File: src/shared/ifb_defines.svh
// Register indices, field positions and bus codes of the interrupt bank.
// Assumes nothing; included by the package users by bare name.
`ifndef IFB_DEFINES_SVH
`define IFB_DEFINES_SVH

`define IFB_NUM_SRC     12
`define IFB_NUM_REGS    3'h5
`define IFB_ADDR_LSB    2
`define IFB_IDX_MSB     4

// Register indices; byte address is four times the index
`define IFB_REG_EDGE    3'h0
`define IFB_REG_C0      3'h1
`define IFB_REG_C1      3'h2
`define IFB_REG_C2      3'h3
`define IFB_REG_C3      3'h4

// Field positions inside the 8-bit registers
`define IFB_BIT_SEL_LO  3'h0
`define IFB_BIT_SEL_HI  3'h1
`define IFB_BIT_EMI     3'h0
`define IFB_BIT_E0      3'h0
`define IFB_BIT_E1      3'h1
`define IFB_BIT_E2      3'h2
`define IFB_BIT_E3      3'h3
`define IFB_BIT_F4      3'h4
`define IFB_BIT_F5      3'h5
`define IFB_BIT_F6      3'h6
`define IFB_BIT_F7      3'h7

// Source numbers in priority order, 0 is highest
`define IFB_SRC_EXT     4'h0
`define IFB_SRC_TKM     4'h1
`define IFB_SRC_TB0     4'h2
`define IFB_SRC_CTMP    4'h3
`define IFB_SRC_CTMA    4'h4
`define IFB_SRC_PTMP    4'h5
`define IFB_SRC_PTMA    4'h6
`define IFB_SRC_TB1     4'h7
`define IFB_SRC_IIC     4'h8
`define IFB_SRC_DE      4'h9
`define IFB_SRC_UART    4'ha
`define IFB_SRC_LVD     4'hb

`define IFB_RESP_OKAY   2'h0
`define IFB_RESP_SLVERR 2'h2

`endif

File: src/shared/ifb_pkg.sv
// Types of the interrupt flag and enable bank.
// Assumes ifb_defines.svh for the widths it uses.
`include "ifb_defines.svh"

package ifb_pkg;

    typedef logic [`IFB_NUM_SRC-1:0] ifb_src_vec_t;

    // One-cycle request pulses from the peripherals
    typedef struct packed {
        logic lvd;
        logic uart;
        logic eeprom;
        logic i2c;
        logic time_base1;
        logic periodic_a;
        logic periodic_p;
        logic compact_a;
        logic compact_p;
        logic time_base0;
        logic touch;
    } ifb_events_t;

    typedef struct packed {
        logic [1:0]   edge_sel;
        ifb_src_vec_t flag;
        ifb_src_vec_t en;
        logic         global_irq_enable;
        logic         pin_prev;
        logic         aw_held;
        logic [2:0]   aw_idx;
        logic         aw_ok;
        logic         w_held;
        logic [7:0]   wdata;
        logic         wstrb0;
        logic         awready;
        logic         wready;
        logic         bvalid;
        logic [1:0]   bresp;
        logic         arready;
        logic         rvalid;
        logic [7:0]   rdata;
        logic [1:0]   rresp;
        logic         irq_req;
        logic [3:0]   irq_vec;
    } ifb_state_t;

endpackage : ifb_pkg

File: src/hdl/ifb_bank.sv
// Interrupt request flags, enables, edge select and global enable,
// reached over AXI4-Lite, with the pending request offered to the core.
// Assumes all inputs synchronous to CLOCK; the core pulses IRQ_ACK for one
// cycle when it takes the vector shown on IRQ_VECTOR.
//
// Behaviour
// Edge select 00 off, 01 rising, 10 falling, 11 both edges.
// Control 0 bit 5 is the touch key request flag.
// Control 0 bit 4 is the pin request flag, set by a selected edge.
// Control 0 bit 1 enables the pin interrupt.
// Control 0 bit 6 is the time base 0 request flag.
// Control 1 bit 7 flags periodic timer compare A match.
// Control 1 bit 6 flags periodic timer compare P match.
// Control 1 bit 5 flags compact timer compare A match.
// Control 1 bit 4 flags compact timer compare P match.
// Control 1 bit 3 enables periodic timer compare A interrupt.
// Control 1 bit 2 enables periodic timer compare P interrupt.
// Control 1 bit 1 enables compact timer compare A interrupt.
// Control 1 bit 0 enables compact timer compare P interrupt.
// Control 2 bit 7 is the UART request flag.
// Control 2 bit 6 is the data EEPROM request flag.
// Control 2 bit 2 enables the data EEPROM interrupt.
// Control 2 bit 5 is the I2C request flag.
// All bits reset to zero; unimplemented bits read zero.
// Global enable low blocks every interrupt.
// A flag interrupts only with its enable set; else it just stays.
// Servicing clears global enable; new flags still get recorded.
//
// The AXI4-Lite interface to the registers and the placing of the registers are this design's own decisions.
`timescale 1ns/1ps
`include "ifb_defines.svh"

module ifb_bank
    import ifb_pkg::*;
#(
    parameter int ADDR_W = 8
) (
    // Clock and reset
    input  wire logic              CLOCK,
    input  wire logic              RSTN,
    // Interrupt sources
    input  wire logic              EXT_PIN,
    input  wire ifb_events_t       EVENTS,
    // Core side
    input  wire logic              IRQ_ACK,
    output      logic              IRQ_REQ,
    output      logic [3:0]        IRQ_VECTOR,
    // AXI4-Lite write address and data
    input  wire logic              AWVALID,
    output      logic              AWREADY,
    input  wire logic [ADDR_W-1:0] AWADDR,
    input  wire logic              WVALID,
    output      logic              WREADY,
    input  wire logic [31:0]       WDATA,
    input  wire logic [3:0]        WSTRB,
    // AXI4-Lite write response
    output      logic              BVALID,
    input  wire logic              BREADY,
    output      logic [1:0]        BRESP,
    // AXI4-Lite read
    input  wire logic              ARVALID,
    output      logic              ARREADY,
    input  wire logic [ADDR_W-1:0] ARADDR,
    output      logic              RVALID,
    input  wire logic              RREADY,
    output      logic [31:0]       RDATA,
    output      logic [1:0]        RRESP
);

    // Where each source keeps its flag and enable bit
    localparam logic [2:0] FREG [`IFB_NUM_SRC] = '{
        `IFB_REG_C0, `IFB_REG_C0, `IFB_REG_C0,
        `IFB_REG_C1, `IFB_REG_C1, `IFB_REG_C1, `IFB_REG_C1,
        `IFB_REG_C2, `IFB_REG_C2, `IFB_REG_C2, `IFB_REG_C2,
        `IFB_REG_C3};
    localparam logic [2:0] FBIT [`IFB_NUM_SRC] = '{
        `IFB_BIT_F4, `IFB_BIT_F5, `IFB_BIT_F6,
        `IFB_BIT_F4, `IFB_BIT_F5, `IFB_BIT_F6, `IFB_BIT_F7,
        `IFB_BIT_F4, `IFB_BIT_F5, `IFB_BIT_F6, `IFB_BIT_F7,
        `IFB_BIT_F4};
    localparam logic [2:0] EBIT [`IFB_NUM_SRC] = '{
        `IFB_BIT_E1, `IFB_BIT_E2, `IFB_BIT_E3,
        `IFB_BIT_E0, `IFB_BIT_E1, `IFB_BIT_E2, `IFB_BIT_E3,
        `IFB_BIT_E0, `IFB_BIT_E1, `IFB_BIT_E2, `IFB_BIT_E3,
        `IFB_BIT_E0};

    ifb_state_t   s_q;
    ifb_state_t   s_d;
    ifb_src_vec_t ev;
    logic         pin_rise;
    logic         pin_fall;
    logic         do_wr;
    logic         wr_en;
    logic         ack;
    logic [2:0]   ar_idx;
    logic         ar_ok;
    ifb_src_vec_t pend;

    function automatic logic addr_ok(input logic [ADDR_W-1:0] a);
        addr_ok = (a[ADDR_W-1:`IFB_IDX_MSB+1] == '0)
            && (a[`IFB_ADDR_LSB-1:0] == '0)
            && (a[`IFB_IDX_MSB:`IFB_ADDR_LSB] < `IFB_NUM_REGS);
    endfunction : addr_ok

    // Read image of one register; absent bits stay zero
    function automatic logic [7:0] image(input ifb_state_t s,
                                         input logic [2:0] idx);
        logic [7:0] r;
        r = 8'h00;
        if (idx == `IFB_REG_EDGE) begin
            r[`IFB_BIT_SEL_LO] = s.edge_sel[0];
            r[`IFB_BIT_SEL_HI] = s.edge_sel[1];
        end
        if (idx == `IFB_REG_C0) begin
            r[`IFB_BIT_EMI] = s.global_irq_enable;
        end
        for (int i = 0; i < `IFB_NUM_SRC; i++) begin
            if (idx == FREG[i]) begin
                r[FBIT[i]] = s.flag[i];
                r[EBIT[i]] = s.en[i];
            end
        end
        image = r;
    endfunction : image

    always_comb begin
        s_d = s_q;
        // Selected pin edges
        pin_rise = EXT_PIN && !s_q.pin_prev;
        pin_fall = !EXT_PIN && s_q.pin_prev;
        ev = {EVENTS, 1'b0};
        ev[`IFB_SRC_EXT] = (s_q.edge_sel[0] && pin_rise)
            || (s_q.edge_sel[1] && pin_fall);
        s_d.pin_prev = EXT_PIN;

        // Write channel capture, in either order
        if (AWVALID && s_q.awready) begin
            s_d.aw_held = 1'b1;
            s_d.aw_idx  = AWADDR[`IFB_IDX_MSB:`IFB_ADDR_LSB];
            s_d.aw_ok   = addr_ok(AWADDR);
        end
        if (WVALID && s_q.wready) begin
            s_d.w_held = 1'b1;
            s_d.wdata  = WDATA[7:0];
            s_d.wstrb0 = WSTRB[0];
        end
        if (BVALID && BREADY) begin
            s_d.bvalid = 1'b0;
        end
        do_wr = s_q.aw_held && s_q.w_held && !s_q.bvalid;
        wr_en = do_wr && s_q.aw_ok && s_q.wstrb0;
        if (do_wr) begin
            s_d.aw_held = 1'b0;
            s_d.w_held  = 1'b0;
            s_d.bvalid  = 1'b1;
            s_d.bresp   = s_q.aw_ok ? `IFB_RESP_OKAY : `IFB_RESP_SLVERR;
        end

        // Core takes the vector on show
        ack = IRQ_ACK && s_q.irq_req;

        if (wr_en && s_q.aw_idx == `IFB_REG_EDGE) begin
            s_d.edge_sel[0] = s_q.wdata[`IFB_BIT_SEL_LO];
            s_d.edge_sel[1] = s_q.wdata[`IFB_BIT_SEL_HI];
        end
        if (wr_en && s_q.aw_idx == `IFB_REG_C0) begin
            s_d.global_irq_enable = s_q.wdata[`IFB_BIT_EMI];
        end
        if (ack) begin
            s_d.global_irq_enable = 1'b0;
        end

        // Flags: hardware set wins over software or service clear
        for (int i = 0; i < `IFB_NUM_SRC; i++) begin
            if (wr_en && s_q.aw_idx == FREG[i]) begin
                s_d.flag[i] = s_q.wdata[FBIT[i]];

                s_d.en[i]   = s_q.wdata[EBIT[i]];
            end
            if (ack && s_q.irq_vec == 4'(i)) begin
                s_d.flag[i] = 1'b0;
            end

            s_d.flag[i] = s_d.flag[i] || ev[i];
        end

        // Read channel
        ar_idx = ARADDR[`IFB_IDX_MSB:`IFB_ADDR_LSB];
        ar_ok  = addr_ok(ARADDR);
        if (RVALID && RREADY) begin
            s_d.rvalid = 1'b0;
        end
        if (ARVALID && s_q.arready) begin
            s_d.rvalid = 1'b1;
            s_d.rdata  = ar_ok ? image(s_q, ar_idx) : 8'h00;
            s_d.rresp  = ar_ok ? `IFB_RESP_OKAY : `IFB_RESP_SLVERR;
        end

        // Highest priority enabled request
        pend = s_d.flag & s_d.en;
        s_d.irq_vec = s_q.irq_vec;
        for (int i = `IFB_NUM_SRC - 1; i >= 0; i--) begin
            if (pend[i]) begin
                s_d.irq_vec = 4'(i);
            end
        end
        s_d.irq_req = s_d.global_irq_enable && (pend != '0);

        s_d.awready = !s_d.aw_held && !s_d.bvalid;
        s_d.wready  = !s_d.w_held && !s_d.bvalid;
        s_d.arready = !s_d.rvalid;
    end

    always_ff @(posedge CLOCK or negedge RSTN) begin
        if (!RSTN) begin
            s_q <= '0;
        end else begin
            s_q <= s_d;
        end
    end

    assign IRQ_REQ    = s_q.irq_req;
    assign IRQ_VECTOR = s_q.irq_vec;
    assign AWREADY    = s_q.awready;
    assign WREADY     = s_q.wready;
    assign BVALID     = s_q.bvalid;
    assign BRESP      = s_q.bresp;
    assign ARREADY    = s_q.arready;
    assign RVALID     = s_q.rvalid;
    assign RDATA      = {24'h000000, s_q.rdata};
    assign RRESP      = s_q.rresp;
endmodule : ifb_bank

File: config.mk
export PLATFORM = sky130hd
export DESIGN_NAME = ifb_bank
export DESIGN_NICKNAME = d
export VERILOG_FILES = /design/src/shared/ifb_pkg.sv /design/src/hdl/ifb_bank.sv
export VERILOG_INCLUDE_DIRS = /design/src /design/src/shared
export SDC_FILE = /design/constraint.sdc
export NUM_CORES = 1
export LEC_CHECK = 0
export BUFFER_PORTS_ARGS = -buffer_cell sky130_fd_sc_hd__clkbuf_2
export CORE_MARGIN = 5
export CORE_UTILIZATION = 51
export CTS_CLUSTER_DIAMETER = 120
export DETAILED_ROUTE_END_ITERATION = 10
export PLACE_DENSITY = 0.81
export SLEW_MARGIN = 20
export SYNTH_ARGS = -nofsm -noshare
export SYNTH_HDL_FRONTEND = slang
export SYNTH_SLANG_ARGS = --single-unit
File: constraint.sdc
create_clock -name CLOCK -period 2.6 [get_ports CLOCK]
set_input_delay 0.26 -clock CLOCK [delete_from_list [all_inputs] [get_ports CLOCK]]
set_output_delay 0.26 -clock CLOCK [all_outputs]
set_load 0.03 [all_outputs]
# After elaboration in Yosys (flattened, before gate mapping)
# Cells that the tools add are included.
[op_classes] div=0 n_bitwise=1 shift=0 n_reduce_logical=66 eq_ne=19 n_mul=0 magnitude_cmp=2 addsub=0 muxes=87
[op_table] op="$mux 1" count=67
[op_table] op="$mux 4" count=12
[op_table] op="$logic_and 1x1->1" count=38
[op_table] op="$eq 4x3->1 const B" count=4
[op_table] op="$eq 4x4->1 const B" count=4
[op_table] op="$logic_or 1x1->1" count=13
[op_table] op="$and 12x12->12" count=1
[op_table] op="$eq 3x2->1 const B" count=4
[op_table] op="$logic_not 3->1" count=4
[op_table] op="$reduce_bool 12->1" count=1
[op_table] op="$mux 11" count=1
[op_table] op="$mux 10" count=1
[op_table] op="$eq 4x2->1 const B" count=2
[op_table] op="$mux 8" count=1
[op_table] op="$logic_not 1->1" count=7
[op_table] op="$eq 3x1->1 const B" count=2
[op_table] op="$eq 3x3->1 const B" count=2
[op_table] op="$lt 3x3->1 const B" count=2
[op_table] op="$mux 2" count=3
[op_table] op="$mux 5" count=1
[op_table] op="$eq 4x1->1 const B" count=1
[op_table] op="$logic_not 2->1" count=2
[op_table] op="$logic_not 4->1" count=1
[op_table] op="$mux 3" count=1
[word_totals] ff_bits=65 out_inout_bits=46 romBits=0 latchBits=0 ram_bits=0 word_cells=196 mem_count=0 in_bits=72

# Logic depth before layout (Yosys ltp)
[depth] ltp_word=21 ltp_mapped=9 ltp_nobuf=7

# Worst setup path after synthesis
# No wires, ideal clock.
[synth_path] path_kind="reg2reg" startpoint="reg s_q (netlist bit BVALID)" endpoint="reg s_q (netlist bit IRQ_VECTOR[0])" stages_incl_launch_ff=8 required_ps=2480 arrival_time_ps=2319 path_buffers=0 slack_ps=162 cell_sequence="dfrtp_1 nand4bb_1 nor2_2 mux2_2 a22oi_1 nand4_1 or2_1 a31o_1"
[synth_rtl] item="start: declaration" line="ifb_bank.sv:87" text="ifb_state_t s_q;"
[synth_rtl] item="start signal: assignment" line="ifb_bank.sv:216" text="s_q <= '0;"
[synth_rtl] item="start signal: assignment" line="ifb_bank.sv:218" text="s_q <= s_d;"

==> run summary <==
FP Rows: 30
Vias post-DR: 2,911
Ant. Diodes: 0
Number of placed I/O pins: 118
Setup violations, final: 0
Highest clock rate: 396.9 MHz
GRT Residual Overflow: 0
Number of remaining DRC errors: 0
GRT Util Overall: 20.53%
Top-count cell post-synth: dfrtp_1
Peak VDD IR: 0.6330 mV
Seq/Total Area, Yosys: 45.36%
Max Transition Viols Final: 0
Vias per cell: 5.881
Worst setup SP type: flop
Post-Route WL: 8916 um
Arrival time worst endpoint: 2.75 ns
Final min period: 2.519 ns
Worst Setup End Kind: flop
Slew @ Worst Pin: 0.8160 ns
Synth Register Bits: 63
Largest net degree at the start of global routing: 34
Met2 GRT Util: 33.23%
Finished Layout Cells: 495
Adder-Cell Fraction of Synth Area: 0%
H-tree Lvls: 3
Die area: 0.008566 mm2
Largest cells by area after synthesis: dfrtp_1 (45%), buf_4 (8.6%), mux2_2 (7.8%)
DRT iter0 DRCs: 250
Total CTS buffers: 9
Static Leak: 1.910 nW
CTS max path bufs: 2
Post-synth EDFFs: 0
Yosys cell types: 56
Critical path class: flop to flop
Final ANT Viol Nets: 0
Hold Vio Cnt, Final: 0
Vias in the first global route: 2,811
Max Cap Violations: 0
First-pass GRT wire length: 13,830 um
Hold Crit Class: input port to async pin
Synth Area in XOR/XNOR: 0%
Clock root cell: clkbuf_8
CORE AREA: 0.006719 mm2
Worst Clk Skew: 0.009062 ns
Starting Density: 51.73%
Met1 GRT Util: 26.64%
Worst-path fanout max: 7
Post-synth top cells: dfrtp_1 (63), buf_4 (40), nand2_1 (35), mux2_2 (24), o21ai_0 (20)
Clock slew at reported path FFs: 0.07 ns
Pre-CTS WS: 0.04025 ns
Final HPWL DP: 6648 um
Area delta synth->final: 15.44%
Clk Latency, worst-skew pair: 0.34 ns
Placed cells: 477
Worst path required time: 2.83 ns
Top_reg_cell synth: dfrtp_1
Final Cycle Share: 96.90%
Mux contribution to synthesized area: 10.15%
Pwr per Cell Area: 809.6 mW/mm2
M3 GR Usage: 4.793%
Max_slew headroom: 45.60%
Synth Area in Compound Gates: 15.62%
Die width: 92.56 um
Post-Synth Simple-Gate Area: 17.06%
GR peak layer: met2
Layout cells sized above 1: 33.73%
Mapped cell area: 0.003476 mm2
Asr flop ratio synth: 100.0%
Final WS setup: 0.08071 ns
Clock sinks: 63
Largest family of logic cells by synthesized area: simple AND/OR/NAND/NOR gates
Final GP Congestion: 0.9487
Hold-fix buffers, CTS: 0
Drt wl/cell: 18.01 um
Ys Warns: 0
CTS tree: built
Die H: 92.56 um
Post-synthesis average cell area: 10.16 um2
Area leader, netlist: dfrtp_1
Final Util: 59.72%
Drt first pass iters: 5
Cells after Synth: 342
Final #Nets: 482
Yosys top cell area share: 45.36%
I/O Buffers: 64
Status: completed
Initial antenna violation count: 0
-- cells by family (layout without fill, tap and decap cells) --
family / after synthesis / in the layout
AND/OR/NAND/NOR: 105 / 106
AO/OA/AOI/OAI: 79 / 79
buffers and inverters: 64 / 111
flip-flops: 63 / 63
multiplexers: 30 / 30
other: 1 / 26
-- timing repair --
action,CTS,global route
setup endpoints to repair,0,3
gates resized for setup,0,9
hold endpoints to repair,0,0
setup buffers,0,1
-- final cells by class --
cell class,instances,area [um2]
inverters,18,67.56
flip-flops and latches,63,1579
fillers,563,2706
clock inverters,4,45.04
clock buffers,12,145.1
well taps,80,100.1
repair buffers,77,430.4
multi-input cells,241,1645
-- registers in the layout, summed over array words and instances, names as in the netlist --
register and flops:
IRQ_REQ 1, RDATA 8, AWREADY 1, WREADY 1, s_q 43, ARREADY 1
IRQ_VECTOR 4, BVALID 1, BRESP 1, RVALID 1, RRESP 1
-- per-layer routing --
layer | wire [um] | vias to the layer above
met5 | 0 | -
met4 | 170 | 0
met3 | 775 | 24
met2 | 4279 | 171
met1 | 3691 | 1397
li1 | - | 1319
-- cells in the final DEF (no fill, tap or decap), types with 6 or more instances in the layout --
| cell | instances |
|---|---|
| dfrtp_1 | 61 |
| nand2_1 | 35 |
| a22oi_1 | 8 |
| a211oi_1 | 6 |
| buf_4 | 12 |
| nor3_1 | 16 |
| a31oi_1 | 6 |
| mux2_2 | 24 |
| inv_1 | 18 |
| nor2_1 | 12 |
| clkbuf_2 | 64 |
| clkbuf_8 | 10 |
| a21oi_1 | 8 |
| o21ai_0 | 20 |
| conb_1 | 26 |
-- where the power goes --
group	internal [mW]	switching [mW]
sequential	1.19	0.293
combinational	0.385	0.547
clock	0.465	0.369
total	2.04	1.21
-- metrics by stage --
stage                     setup TNS, ns  area, um2  hold WS, ns  total power [mW]
after floorplan                       0       3570     -0.03559             2.103
after global placement                0       3754       0.3808             2.312
after detailed placement              0       3754       0.3925             2.348
after CTS                             0       3944      0.03464             3.179
after global routing           -0.04659       4013      0.06062             3.405
final                                 0       4013      0.01104             3.249
-- path summary, 6_finish.rpt --
kind	cells after the start	end	from	slack, ns
hold reg to reg	2	RDATA[3]	RDATA[3]	0.48
setup / recovery	7	IRQ_VECTOR[0]	s_q[35]	0.08
setup reg to reg	7	IRQ_VECTOR[0]	s_q[35]	0.08
hold / removal	1	RDATA[6]	RSTN	0.01
min in group CLOCK	1	s_q[37]	EXT_PIN	0.06
max in group asynchronous	2	s_q[36]	RSTN	1.94
-- worst max-delay path: stages, from the launching register on --
cell	delay [ns]
dfrtp_1	0.43
and4b_1	0.54
nand2_4	0.09
mux2_4	0.33
a21bo_1	0.23
or3_4	0.35
or2_1	0.27
a31o_1	0.18
No activity file was read; power rests on OpenSTA's default activity.
